File: src/slot_timer_pkg.sv
/*
 * constants shared by the slot timer and its prescaler: register
 * addresses, field positions, reset values and prescaler figures.
 * assumes: 8-bit special function register space, 8-bit data.
 */
package slot_timer_pkg;

   // ************************************************************
   // register addresses in the special function register space
   // ************************************************************
   localparam logic [7:0] SLOT_COUNT_ADDR = 8'h9C;
   localparam logic [7:0] PRESCALER_VALUE_ADDR = 8'h9D;
   localparam logic [7:0] SLOT_TIMER_CONTROL_ADDR = 8'h9E;

   // ************************************************************
   // control register field positions
   // ************************************************************
   localparam int EXPIRY_FLAG_BIT = 6;
   localparam int RESERVED_HIGH_BIT = 5;
   localparam int IRQ_ENABLE_BIT = 4;
   localparam int RESERVED_LOW_BIT = 3;
   localparam int TICK_GEN_MODE_BIT = 2;
   localparam int INTERVAL_SELECT_MSB = 1;
   localparam int INTERVAL_SELECT_LSB = 0;

   // ************************************************************
   // values after reset and count limits
   // ************************************************************
   localparam logic [7:0] COUNT_RESET = 8'h00;
   localparam logic [7:0] PRESCALER_RESET = 8'h00;
   localparam logic [7:0] CONTROL_RESET = 8'h00;
   localparam logic [7:0] COUNT_ZERO = 8'h00;
   localparam logic [7:0] COUNT_ONE = 8'h01;
   localparam logic [7:0] COUNT_TOP = 8'hFF;
   localparam logic [7:0] READ_UNMAPPED = 8'h00;

   // ************************************************************
   // prescaler figures
   // ************************************************************
   localparam int PRESCALER_WIDTH = 18;
   localparam int PRESCALER_LOW_BITS = 10;
   localparam int MULT_SEL0 = 64;
   localparam int MULT_SEL1 = 128;
   localparam int MULT_SEL2 = 256;
   localparam int MULT_SEL3 = 1024;
   localparam logic [8:0] PRESCALER_ZERO_AS = 9'h100;
   localparam logic [8:0] STEP_SEL0 = 9'(MULT_SEL3 / MULT_SEL0);
   localparam logic [8:0] STEP_SEL1 = 9'(MULT_SEL3 / MULT_SEL1);
   localparam logic [8:0] STEP_SEL2 = 9'(MULT_SEL3 / MULT_SEL2);
   localparam logic [8:0] STEP_SEL3 = 9'(MULT_SEL3 / MULT_SEL3);

endpackage

File: src/slot_prescaler.sv
/*
 * 18-bit tunable prescaler for the slot timer. it counts up on each
 * system timer tick by a step chosen by the interval select, and
 * restarts when it reaches the prescaler value times 1024.
 * assumes: timerTick is a one-cycle enable pulse on ref_clk.
 */
`timescale 1ns/1ps
module slot_prescaler (
   input wire logic ref_clk,
   input wire logic resetn,
   input wire logic timerTick,
   input wire logic run,
   input wire logic [1:0] intervalSelect,
   input wire logic [7:0] prescalerValue,
   output logic slotEdge
);

   // ************************************************************
   // step and terminal value
   // ************************************************************
   logic [17:0] preCount_reg; // prescaler counter, null state is zero
   logic [17:0] preCount_next;
   logic slotEdge_next;
   logic [8:0] step; // count added per tick, 1024 over the multiplier
   logic [8:0] effectiveValue; // zero in the value register means 256
   logic [18:0] limit; // value fills the 8 top bits of the counter
   logic [18:0] sum;
   logic reachLimit;

   // a smaller multiplier is a larger step, so the terminal stays put
   assign step = (intervalSelect == 2'h0) ? slot_timer_pkg::STEP_SEL0 :
                 (intervalSelect == 2'h1) ? slot_timer_pkg::STEP_SEL1 :
                 (intervalSelect == 2'h2) ? slot_timer_pkg::STEP_SEL2 :
                 slot_timer_pkg::STEP_SEL3;
   assign effectiveValue = (prescalerValue == 8'h00) ? slot_timer_pkg::PRESCALER_ZERO_AS :
                           {1'b0, prescalerValue};
   assign limit = {effectiveValue, 10'h000};
   assign sum = {1'b0, preCount_reg} + {10'h000, step};
   // >= guards a value lowered mid-count, which would otherwise overrun
   assign reachLimit = sum >= limit;

   // next state: events only ever happen on a system tick
   always_comb begin
      preCount_next = preCount_reg;
      slotEdge_next = 1'b0;
      if (!run) begin
         preCount_next = 18'h00000; // held in null state while stopped
      end else if (timerTick) begin
         if (reachLimit) begin
            preCount_next = 18'h00000;
            slotEdge_next = 1'b1;
         end else begin
            preCount_next = sum[17:0];
         end
      end
   end

   // ************************************************************
   // state
   // ************************************************************
   always_ff @(posedge ref_clk) begin
      if (!resetn) begin
         preCount_reg <= 18'h00000;
         slotEdge <= 1'b0;
      end else begin
         preCount_reg <= preCount_next;
         slotEdge <= slotEdge_next;
      end
   end

endmodule

File: src/slot_timer.sv
/*
 * 8-bit down-counting slot timer with its control, prescaler value
 * and count registers on the special function register port.
 * assumes: the sfr port is synchronous to ref_clk, one access per
 * cycle; timerTick is a one-cycle pulse at the system tick rate;
 * wakeFromDeepSleep pulses when the chip leaves the deepest modes.
 */
//
// Contract
// - 8-bit count, minus one per slot edge, readable
// - count reaching zero sets expiry flag
// - mode bit clear: count stops at zero
// - mode bit set: zero wraps to 0xFF
// - enable gates irq flag and interrupt request
// - count write loads at once
// - write on a slot edge stores value minus one
// - 18-bit prescaler aligned to system tick
// - value register gives prescaler top eight bits
// - interval select sets rate; restart at maximum
// - multipliers 64, 128, 256, 1024 per code
// - prescaler value zero acts as 256
// - one dma trigger per expiry flag set
// - registers reset on wake from deep sleep
// - expiry flag: write one ignored, zero clears
// - mode clear: generator runs while count non-zero
// - mode set: free-running, starts from null; a generator already running keeps its phase
//
`timescale 1ns/1ps
module slot_timer (
   input wire logic ref_clk,
   input wire logic resetn,
   input wire logic timerTick,
   input wire logic wakeFromDeepSleep,
   input wire logic systemIrqEnable,
   input wire logic irqFlagClear,
   input wire logic [7:0] sfrAddr,
   input wire logic sfrWrite,
   input wire logic sfrRead,
   input wire logic [7:0] sfrWriteData,
   output logic [7:0] sfrReadData,
   output logic timerIrqFlag,
   output logic irqRequest,
   output logic expiryDmaTrigger
);

   // ************************************************************
   // register state
   // ************************************************************
   logic [7:0] slotCount_reg; // timer count
   logic [7:0] slotCount_next;
   logic [7:0] prescalerValue_reg; // prescaler terminal top bits
   logic [7:0] prescalerValue_next;
   logic expiryFlag_reg; // sticky, cleared only by a zero write, a reset or a wake
   logic expiryFlag_next;
   logic irqEnable_reg; // local interrupt enable, one enables
   logic irqEnable_next;
   logic reservedHigh_reg; // plain storage, software keeps it zero
   logic reservedHigh_next;
   logic reservedLow_reg; // plain storage, software keeps it zero
   logic reservedLow_next;
   logic tickGenMode_reg; // tick generator mode
   logic tickGenMode_next;
   logic [1:0] intervalSelect_reg; // prescaler rate select
   logic [1:0] intervalSelect_next;

   // output next values
   logic [7:0] sfrReadData_next;
   logic timerIrqFlag_next;
   logic irqRequest_next;
   logic expiryDmaTrigger_next;

   // ************************************************************
   // reset and access decode
   // ************************************************************
   // the wake pulse puts every register back as a reset would
   logic localReset;
   assign localReset = !resetn || wakeFromDeepSleep;

   // prescaler reset mirrors the register reset so it restarts clean
   logic prescalerResetn;
   assign prescalerResetn = !localReset;

   logic countSelect; // address hits the count register
   logic prescalerSelect; // address hits the prescaler value
   logic controlSelect; // address hits the control register
   assign countSelect = sfrAddr == slot_timer_pkg::SLOT_COUNT_ADDR;
   assign prescalerSelect = sfrAddr == slot_timer_pkg::PRESCALER_VALUE_ADDR;
   assign controlSelect = sfrAddr == slot_timer_pkg::SLOT_TIMER_CONTROL_ADDR;

   logic countWrite;
   logic prescalerWrite;
   logic controlWrite;
   assign countWrite = sfrWrite && countSelect;
   assign prescalerWrite = sfrWrite && prescalerSelect;
   assign controlWrite = sfrWrite && controlSelect;

   // ************************************************************
   // tick generator
   // ************************************************************
   logic countIsZero;
   assign countIsZero = slotCount_reg == slot_timer_pkg::COUNT_ZERO;

   // stopped at zero in one-shot mode; stopping drops the prescaler
   // to null, so the next start is from null as well
   // in free-running mode a generator already running keeps its phase,
   // a stopped one leaves null, since stop forced null
   logic generatorRun;
   assign generatorRun = tickGenMode_reg || !countIsZero;

   logic slotEdge; // one-cycle active edge of the prescaled clock

   // the prescaler only moves on system ticks
   slot_prescaler prescaler (
      .ref_clk(ref_clk),
      .resetn(prescalerResetn),
      .timerTick(timerTick),
      .run(generatorRun),
      .intervalSelect(intervalSelect_reg),
      .prescalerValue(prescalerValue_reg),
      .slotEdge(slotEdge)
   );

   // ************************************************************
   // count path
   // ************************************************************
   logic [7:0] writeMinusOne; // written value decremented
   logic [7:0] countMinusOne; // current count decremented
   assign writeMinusOne = sfrWriteData - slot_timer_pkg::COUNT_ONE;
   assign countMinusOne = slotCount_reg - slot_timer_pkg::COUNT_ONE;

   // zero at the edge: wrap in free-running mode, hold otherwise
   logic [7:0] countAtZero;
   assign countAtZero = tickGenMode_reg ? slot_timer_pkg::COUNT_TOP :
                        slot_timer_pkg::COUNT_ZERO;

   // the count reaches zero on a slot edge, through a plain decrement
   // or through a write that lands on the edge with the value one
   logic reachZero;
   assign reachZero = slotEdge && (countWrite ? (sfrWriteData == slot_timer_pkg::COUNT_ONE) :
                      (slotCount_reg == slot_timer_pkg::COUNT_ONE));

   // next count value
   always_comb begin
      slotCount_next = slotCount_reg;
      if (countWrite) begin
         // a write wins over the edge but still sees the decrement
         if (slotEdge) begin
            slotCount_next = writeMinusOne;
         end else begin
            slotCount_next = sfrWriteData;
         end
      end else if (slotEdge) begin
         if (countIsZero) begin
            slotCount_next = countAtZero;
         end else begin
            slotCount_next = countMinusOne;
         end
      end
   end

   // ************************************************************
   // prescaler value register
   // ************************************************************
   // a new value takes effect on the next tick; the prescaler
   // compares with >= so a lowered value cannot be overrun
   always_comb begin
      prescalerValue_next = prescalerValue_reg;
      if (prescalerWrite) begin
         prescalerValue_next = sfrWriteData;
      end
   end

   // ************************************************************
   // control register
   // ************************************************************
   always_comb begin
      irqEnable_next = irqEnable_reg;
      reservedHigh_next = reservedHigh_reg;
      reservedLow_next = reservedLow_reg;
      tickGenMode_next = tickGenMode_reg;
      intervalSelect_next = intervalSelect_reg;
      if (controlWrite) begin
         irqEnable_next = sfrWriteData[slot_timer_pkg::IRQ_ENABLE_BIT];
         // stored as written; software is expected to keep them zero
         reservedHigh_next = sfrWriteData[slot_timer_pkg::RESERVED_HIGH_BIT];
         reservedLow_next = sfrWriteData[slot_timer_pkg::RESERVED_LOW_BIT];
         tickGenMode_next = sfrWriteData[slot_timer_pkg::TICK_GEN_MODE_BIT];
         intervalSelect_next = sfrWriteData[slot_timer_pkg::INTERVAL_SELECT_MSB:
                                            slot_timer_pkg::INTERVAL_SELECT_LSB];
      end
   end

   // expiry flag: hardware set beats a software clear in the same cycle
   logic expiryClear;
   assign expiryClear = controlWrite && !sfrWriteData[slot_timer_pkg::EXPIRY_FLAG_BIT];

   always_comb begin
      expiryFlag_next = expiryFlag_reg;
      if (reachZero) begin
         expiryFlag_next = 1'b1;
      end else if (expiryClear) begin
         expiryFlag_next = 1'b0; // writing one is simply ignored
      end
   end

   // ************************************************************
   // interrupt flag, request and dma trigger
   // ************************************************************
   // the flag follows each expiry set while the local enable is one;
   // the request also needs the system-wide enable
   always_comb begin
      timerIrqFlag_next = timerIrqFlag;
      if (reachZero && irqEnable_reg) begin
         timerIrqFlag_next = 1'b1;
      end else if (irqFlagClear) begin
         timerIrqFlag_next = 1'b0;
      end
   end

   assign irqRequest_next = timerIrqFlag_next && irqEnable_reg && systemIrqEnable;

   // one pulse per set event, also when the flag was still standing
   assign expiryDmaTrigger_next = reachZero;

   // ************************************************************
   // read path
   // ************************************************************
   // bit 7 reads zero; it has no storage, so a one written there is dropped
   logic [7:0] controlReadValue;
   assign controlReadValue = {1'b0, expiryFlag_reg, reservedHigh_reg, irqEnable_reg,
                              reservedLow_reg, tickGenMode_reg, intervalSelect_reg};

   // unmapped addresses answer zero
   logic [7:0] readMux;
   assign readMux = countSelect ? slotCount_reg :
                    prescalerSelect ? prescalerValue_reg :
                    controlSelect ? controlReadValue :
                    slot_timer_pkg::READ_UNMAPPED;

   // read data is registered, so it trails the read strobe one cycle
   assign sfrReadData_next = sfrRead ? readMux : sfrReadData;

   // ************************************************************
   // register update
   // ************************************************************
   // all registers and outputs share the reset, wake included
   always_ff @(posedge ref_clk) begin
      if (localReset) begin
         slotCount_reg <= slot_timer_pkg::COUNT_RESET;
         prescalerValue_reg <= slot_timer_pkg::PRESCALER_RESET;
         expiryFlag_reg <= slot_timer_pkg::CONTROL_RESET[slot_timer_pkg::EXPIRY_FLAG_BIT];
         irqEnable_reg <= slot_timer_pkg::CONTROL_RESET[slot_timer_pkg::IRQ_ENABLE_BIT];
         reservedHigh_reg <= slot_timer_pkg::CONTROL_RESET[slot_timer_pkg::RESERVED_HIGH_BIT];
         reservedLow_reg <= slot_timer_pkg::CONTROL_RESET[slot_timer_pkg::RESERVED_LOW_BIT];
         tickGenMode_reg <= slot_timer_pkg::CONTROL_RESET[slot_timer_pkg::TICK_GEN_MODE_BIT];
         intervalSelect_reg <= slot_timer_pkg::CONTROL_RESET[1:0];
      end else begin
         slotCount_reg <= slotCount_next;
         prescalerValue_reg <= prescalerValue_next;
         expiryFlag_reg <= expiryFlag_next;
         irqEnable_reg <= irqEnable_next;
         reservedHigh_reg <= reservedHigh_next;
         reservedLow_reg <= reservedLow_next;
         tickGenMode_reg <= tickGenMode_next;
         intervalSelect_reg <= intervalSelect_next;
      end
   end

   // outputs come straight from flops
   always_ff @(posedge ref_clk) begin
      if (localReset) begin
         sfrReadData <= slot_timer_pkg::READ_UNMAPPED;
         timerIrqFlag <= 1'b0;
         irqRequest <= 1'b0;
         expiryDmaTrigger <= 1'b0;
      end else begin
         sfrReadData <= sfrReadData_next;
         timerIrqFlag <= timerIrqFlag_next;
         irqRequest <= irqRequest_next;
         expiryDmaTrigger <= expiryDmaTrigger_next;
      end
   end

endmodule

File: config.mk
export PLATFORM = sky130hd
export DESIGN_NAME = slot_timer
export DESIGN_NICKNAME = d
export VERILOG_FILES = /design/src/slot_timer_pkg.sv /design/src/slot_prescaler.sv /design/src/slot_timer.sv
export SDC_FILE = /design/constraint.sdc
export NUM_CORES = 1
export LEC_CHECK = 0
export BUFFER_PORTS_ARGS = -buffer_cell sky130_fd_sc_hd__buf_2
export CELL_PAD_IN_SITES_DETAIL_PLACEMENT = 0
export CELL_PAD_IN_SITES_GLOBAL_PLACEMENT = 1
export CORE_MARGIN = 2
export CORE_UTILIZATION = 39
export CTS_CLUSTER_DIAMETER = 50
export DETAILED_ROUTE_END_ITERATION = 12
export PLACE_DENSITY_LB_ADDON = 0.1
export SYNTH_ARGS = -nofsm -noshare
export SYNTH_HDL_FRONTEND = slang
export SYNTH_SLANG_ARGS = --single-unit
File: constraint.sdc
create_clock -name ref_clk -period 4.2 [get_ports ref_clk]
set_clock_uncertainty 0.1 [all_clocks]
set_input_delay 0.84 -clock ref_clk [delete_from_list [all_inputs] [get_ports ref_clk]]
set_output_delay 0.84 -clock ref_clk [all_outputs]
set_load 0.01 [all_outputs]
# After elaboration in Yosys (flattened, before gate mapping)
# Cells that the tools add are included.
# word_totals
in_bits,24
output_inout_bits,11
reg_bits,53
elab_cells,66
# classes
reduce_logical,20
muxes,19
eq_ne,7
n_addsub,3
bitwise,2
n_lt_le_gt_ge,1
# ops
op,count
$mux 8,7
$mux 9,3
$eq 8x8->1 const B,3
$add 18x9->19,1
$ge 19x19->1,1
$mux 18,1
$eq 8x1->1 const B,2
$logic_not 8->1,2
$sub 8x1->8 const B,2
$logic_and 1x1->1,8
$mux 7,1
$mux 1,6
$reduce_bool 2->1,2
$logic_not 1->1,3
$mux 3,1
$reduce_or 3->1,1
$eq 2x1->1 const B,1
$eq 2x2->1 const B,1
$logic_not 2->1,1
$logic_or 1x1->1,2
$not 1->1,2
$reduce_or 2->1,1

# Logic depth before layout (Yosys ltp)
# logic_depth
ltp_word,8
mapped_depth,17
depth_no_buf,16

# Cells and area by module
# Synthesis repeated with hierarchy kept, for this count alone.
# unflattened
hier_cells,427
area_unflattened_um2,3509.6
# modules_own_cells
module,cells_per_inst,n_inst,area_per_inst_um2,seq_area_each_um2
slot_timer,240,1,1970.6,680.7
slot_prescaler,187,1,1539.0,380.4

# Worst setup path before layout
# OpenSTA, ideal clock, no wires.
# synth_path
path_kind,flip-flop to flip-flop
from,register intervalSelect_reg[1]
to,register prescaler.preCount_reg[8]
path_stages_with_launch,18
setup_time_ps,116
synth_period_minus_slack_ps,4025
n_path_buf,1
slack_ps,175
t_required_ps,3984
t_arrival_ps,3809
path_cell_list,dfxtp_1 > and2_1 > ha_1 > ha_1 > a21oi_1 > o21ai_1 > and3_2 > buf_4 > and4_1 > nand3_1 > xnor2_1 > ha_1 > nand4_1 > or4_1 > or3_4 > a2111oi_4 > nor2_4 > a41o_1
# synth_between
elab_chain_len,7
elab_cells_between_ends,9
classes_between,add/sub (1); order compare (1); eq/ne (2); mux (4); reduce/logical (1)
# synth_lines
element,line,rtl
start: declaration,slot_timer.sv:63,logic [1:0] intervalSelect_reg;
start signal: assignment,slot_timer.sv:256,intervalSelect_reg <= slot_timer_pkg::CONTROL_RESET[1:0];
start signal: assignment,slot_timer.sv:265,intervalSelect_reg <= intervalSelect_next;
$eq 2x2->1,slot_prescaler.sv:33,(intervalSelect == 2'h2) ? slot_timer_pkg::STEP_SEL2 :
$mux 3,slot_prescaler.sv:33,
$mux 9,slot_prescaler.sv:32,(intervalSelect == 2'h1) ? slot_timer_pkg::STEP_SEL1 :
$mux 9 *,slot_prescaler.sv:31,assign step = (intervalSelect == 2'h0) ? slot_timer_pkg::STEP_SEL0 :
$add 18x9->19 *,slot_prescaler.sv:38,"assign sum = {1'b0, preCount_reg} + {10'h000, step};"
$ge 19x19->1,slot_prescaler.sv:40,assign reachLimit = sum >= limit;
$mux 18 *,slot_prescaler.sv:49,if (reachLimit) begin
end signal: assignment,slot_prescaler.sv:66,preCount_reg <= preCount_next;
end: declaration,slot_prescaler.sv:21,logic [17:0] preCount_reg;
# Every way passes the cells marked *; elsewhere a longest branch is shown, timed or not.
# A chain may end at the register's enable or synchronous reset.

# Worst setup path in the final report
# Same ends and word-level chain as after synthesis.

==> impl_metrics.xml <==
<?xml version="1.0" encoding="UTF-8"?>
<metrics>
  <group name="placement">
    <metric name="placed_area" unit="um^2">3460</metric>
    <metric name="placed_cells" unit="">527</metric>
    <metric name="routabilityCongestion" unit="">0.829</metric>
    <metric name="port_buffers" unit="">34</metric>
    <metric name="dp_hpwl" unit="um">6310</metric>
  </group>
  <group name="synth">
    <metric name="synth_fa_ha_area_share" unit="%">7.46</metric>
    <metric name="synth.lib_cells_used.distinct" unit="">57</metric>
    <metric name="yosysWarningCount" unit="">0</metric>
    <metric name="synth_edf_count" unit="">0</metric>
    <metric name="synth-seq-area-share" unit="%">33.3</metric>
    <metric name="synthesis.nets" unit="">445</metric>
    <metric name="largest_family_of_logic_cells_by_synthesized_area" unit="">simple AND/OR/NAND/NOR gates</metric>
    <metric name="avgSynthCellArea" unit="um^2">7.93</metric>
    <metric name="synth_simple_gate_area_share" unit="%">26.2</metric>
    <metric name="synthArstFlopShare" unit="%">0</metric>
    <metric name="synth-compound-area-share" unit="%">20.6</metric>
    <metric name="post_synth_instance_area" unit="um^2">3190</metric>
    <metric name="post_synthesis_share_of_cell_area_spent_on_xor_and_xnor_gates" unit="%">7.15</metric>
    <metric name="ys_seq_elements" unit="">53</metric>
    <metric name="synthFlopType" unit="">sky130_fd_sc_hd__dfxtp_1</metric>
    <metric name="synth_mux_area_share" unit="%">0</metric>
    <metric name="synth_cells" unit="">402</metric>
  </group>
  <group name="cells_and_area">
    <metric name="finish.cell_count_without_fillers" unit="">545</metric>
    <metric name="syn2layout_area_growth" unit="%">16.6</metric>
    <metric name="final_cell_area" unit="um^2">3710</metric>
    <metric name="largest_register_ffs" unit="">18</metric>
    <metric name="finish.net_count" unit="">485</metric>
    <metric name="antenna-diode-count" unit="">0</metric>
    <metric name="drive_gt1_share" unit="%">19.2</metric>
  </group>
  <group name="grt">
    <metric name="busiest_layer_in_global_routing" unit="">met2</metric>
    <metric name="grtUsageMet3" unit="%">2.87</metric>
    <metric name="grt_antenna_before_repair" unit="">0</metric>
    <metric name="global_route.usage.met1" unit="%">25.8</metric>
    <metric name="largest_net_degree_at_the_start_of_global_routing" unit="">25</metric>
    <metric name="grt_pass1_wl" unit="um">13900</metric>
    <metric name="global_route.overflow_total" unit="">0</metric>
    <metric name="grt_pass1_vias" unit="">2800</metric>
    <metric name="grt_util_all_layers" unit="%">20.0</metric>
    <metric name="gr-usage-met2" unit="%">35.7</metric>
  </group>
  <group name="die">
    <metric name="rows" unit="">32</metric>
    <metric name="die_area" unit="um^2">8910</metric>
    <metric name="io_pins" unit="">35</metric>
    <metric name="core_area" unit="um^2">7810</metric>
    <metric name="fp.dieW" unit="um">94.4</metric>
    <metric name="start_util" unit="%">40.8</metric>
    <metric name="floorplan.die.height" unit="um">94.4</metric>
  </group>
  <group name="sta">
    <metric name="setup-violations-final" unit="">0</metric>
    <metric name="timing.final.crit_share" unit="%">98.0</metric>
    <metric name="worstMarginPinSlew" unit="ns">1.04</metric>
    <metric name="timing_max_transition_violations_final" unit="">0</metric>
    <metric name="final-hold-violation-count" unit="">0</metric>
    <metric name="max_freq" unit="MHz">243</metric>
    <metric name="worst_slew_margin_rel" unit="%">30.9</metric>
    <metric name="period_needed" unit="ns">4.12</metric>
  </group>
  <group name="clock_network">
    <metric name="tritoncts" unit="">done</metric>
    <metric name="numCtsBuffers" unit="">5</metric>
    <metric name="numClockSinks" unit="">53</metric>
    <metric name="cts.reportedPaths.clkPinSlew" unit="ns">0.12</metric>
    <metric name="clock_tree.root_cell" unit="">sky130_fd_sc_hd__clkbuf_8</metric>
    <metric name="cts_htree_levels" unit="">2</metric>
    <metric name="worstSkewPairLatency" unit="ns">0.32</metric>
    <metric name="clockBufferDepth" unit="">2</metric>
  </group>
  <group name="drt">
    <metric name="wl" unit="um">8720</metric>
    <metric name="average_vias_per_placed_instance" unit="">5.48</metric>
    <metric name="pre_repair_dr_iteration_count" unit="">4</metric>
    <metric name="vias" unit="">2984</metric>
    <metric name="drt-wirelength-per-cell" unit="um">16.0</metric>
    <metric name="drc" unit="">0</metric>
    <metric name="initialDrtViolationCount" unit="">89</metric>
    <metric name="antenna_left" unit="">0</metric>
  </group>
  <group name="flow_run">
    <metric name="max_capacitance_violation_count" unit="">0</metric>
  </group>
  <group name="run_status">
    <metric name="status" unit="">finished, final reports clean</metric>
  </group>
  <group name="worst_setup_path">
    <metric name="largest_driver_fanout_on_the_critical_path" unit="">9</metric>
    <metric name="crit_arrival" unit="ns">4.24</metric>
    <metric name="cp_slowest_stage_delay" unit="ns">0.52</metric>
    <metric name="critPathCaptureType" unit="">flip-flop</metric>
    <metric name="critical_path_class" unit="">reg -&gt; reg</metric>
    <metric name="cp.required" unit="ns">4.32</metric>
    <metric name="timing.critical_path.from_type" unit="">flip-flop</metric>
    <metric name="timing.critical_path.max_delay_family" unit="">simple AND/OR/NAND/NOR gates</metric>
    <metric name="cp_cell_sequence" unit="">nor2b_1, ha_1, nand3_1, o211ai_2, nand3_4, nor2_4, nand3_1, xnor2_1, ha_1, nand4b_1, or4_4, or3_4, a2111oi_4, buf_4, nor2_4, a41o_1</metric>
    <metric name="critPathBufInv" unit="">1</metric>
    <metric name="critPathSlowestCell" unit="">sky130_fd_sc_hd__or4_4</metric>
  </group>
  <group name="pwr">
    <metric name="leakage_power_total" unit="nW">1.44</metric>
    <metric name="power_density" unit="nW/um^2">236</metric>
    <metric name="largest_voltage_drop_on_the_vdd_net" unit="mV">0.139</metric>
  </group>
  <group name="min_path">
    <metric name="hold_path_class" unit="">reg -&gt; reg</metric>
  </group>
</metrics>
-- layer usage --
metal	share of wire (%)	wire length [um]	up-vias
li1	-	-	1518
met1	46	3970	1421
met2	51	4450	35
met3	2.2	195	10
met4	1.2	102	0
met5	0	0	-
-- cell type report --
cell class,instances,area (um^2)
clock buffer,5,68.8
timing repair buffer,55,328
fill,830,4090
tap,102,128
multi-input combinational,310,2030
inverter,17,63.8
sequential,53,1070
clock inverter,3,28.8
-- metrics by stage --
stage	util, %	setup slack (ns)	TNS, ns	hold slack, ns	power [mW]
2_1_floorplan	-	0.175	0	0.337	0.543
3_3_place_gp	44.3	0.0221	0	0.344	0.567
3_5_place_dp	44.3	-0.0270	-0.166	0.348	0.568
4_1_cts	45.8	0.00708	0	0.366	0.891
5_1_grt	47.6	-0.116	-1.14	0.393	0.916
6_report	47.6	0.0833	0	0.368	0.876
-- worst reg2reg max path, delay by kind of cell, from the launching register on --
family          cells  cell delay (ns)
xor+xnor            1             0.19
simple gates        9             1.68
flops               1             0.37
fa+ha+maj           2             0.68
compound gates      3             0.81
buf+inv             1             0.19
-- placed cells by master (no fill, tap or decap), types with 4 or more instances in the layout --
master,count
sky130_fd_sc_hd__a21oi_1,24
sky130_fd_sc_hd__inv_1,16
sky130_fd_sc_hd__and3_1,5
sky130_fd_sc_hd__nand3_1,27
sky130_fd_sc_hd__nor3_1,7
sky130_fd_sc_hd__clkbuf_8,5
sky130_fd_sc_hd__buf_2,34
sky130_fd_sc_hd__nand2_1,49
sky130_fd_sc_hd__and2_1,4
sky130_fd_sc_hd__a211oi_1,10
sky130_fd_sc_hd__buf_4,21
sky130_fd_sc_hd__xor2_1,14
sky130_fd_sc_hd__nor4_1,4
sky130_fd_sc_hd__nor2_1,39
sky130_fd_sc_hd__nor2b_1,5
sky130_fd_sc_hd__a22o_1,9
sky130_fd_sc_hd__ha_1,17
sky130_fd_sc_hd__dfxtp_1,51
sky130_fd_sc_hd__xnor2_1,10
sky130_fd_sc_hd__nand4_1,4
sky130_fd_sc_hd__o21ai_0,16
sky130_fd_sc_hd__o22ai_1,4
sky130_fd_sc_hd__a221oi_1,7
-- synthesized netlist by cell type, drive strengths merged (5+ instances only) --
cell type   n  share of area (%)
and3        6                1.2
xnor2      12                3.3
nor2       41                5.1
a221oi      7                1.9
clkbuf     16                1.9
nand3      30                4.9
nor3        8                1.4
o21ai      20                3.1
a211oi     10                2.4
a21oi      26                4.2
inv        16                1.9
a22o        9                2.5
nor2b       5               0.98
nand2      49                5.8
buf         5                1.1
ha         19                7.5
dfxtp      53                 33
xor2       14                3.8
-- path summary, 6_finish.rpt --
path	startpoint	to	slack, ns	depth (start not counted)
setup / recovery	intervalSelect_reg[1]$_SDFFE_PP0P_	prescaler.preCount_reg[8]$_SDFFE_PP0P_	0.08	16
hold / removal	reservedHigh_reg$_SDFFE_PP0P_	reservedHigh_reg$_SDFFE_PP0P_	0.37	2
setup reg to reg	intervalSelect_reg[1]$_SDFFE_PP0P_	prescaler.preCount_reg[8]$_SDFFE_PP0P_	0.08	16
hold reg to reg	reservedHigh_reg$_SDFFE_PP0P_	reservedHigh_reg$_SDFFE_PP0P_	0.37	2
-- cells by family (layout without fill, tap and decap cells) --
kind of cell,after synthesis,count (layout)
AND/OR/NAND/NOR,169,169
AO/OA/AOI/OAI,96,96
flip-flops,53,53
buffers and inverters,39,80
XOR/XNOR,26,26
adder cells (fa/ha/maj),19,19
-- where the power goes --
part / switching [mW] / internal, mW
Clock: 0.196 / 0.125
Sequential: 0.00118 / 0.503
Combinational: 0.0321 / 0.0186
-- timing repair --
item,in CTS,in global routing
resized for setup,2,18
setup buffers,2,8
endpoints found under the setup margin,9,15
pin swaps,1,10
hold buffers,0,0
No activity file was read; power rests on OpenSTA's default activity.
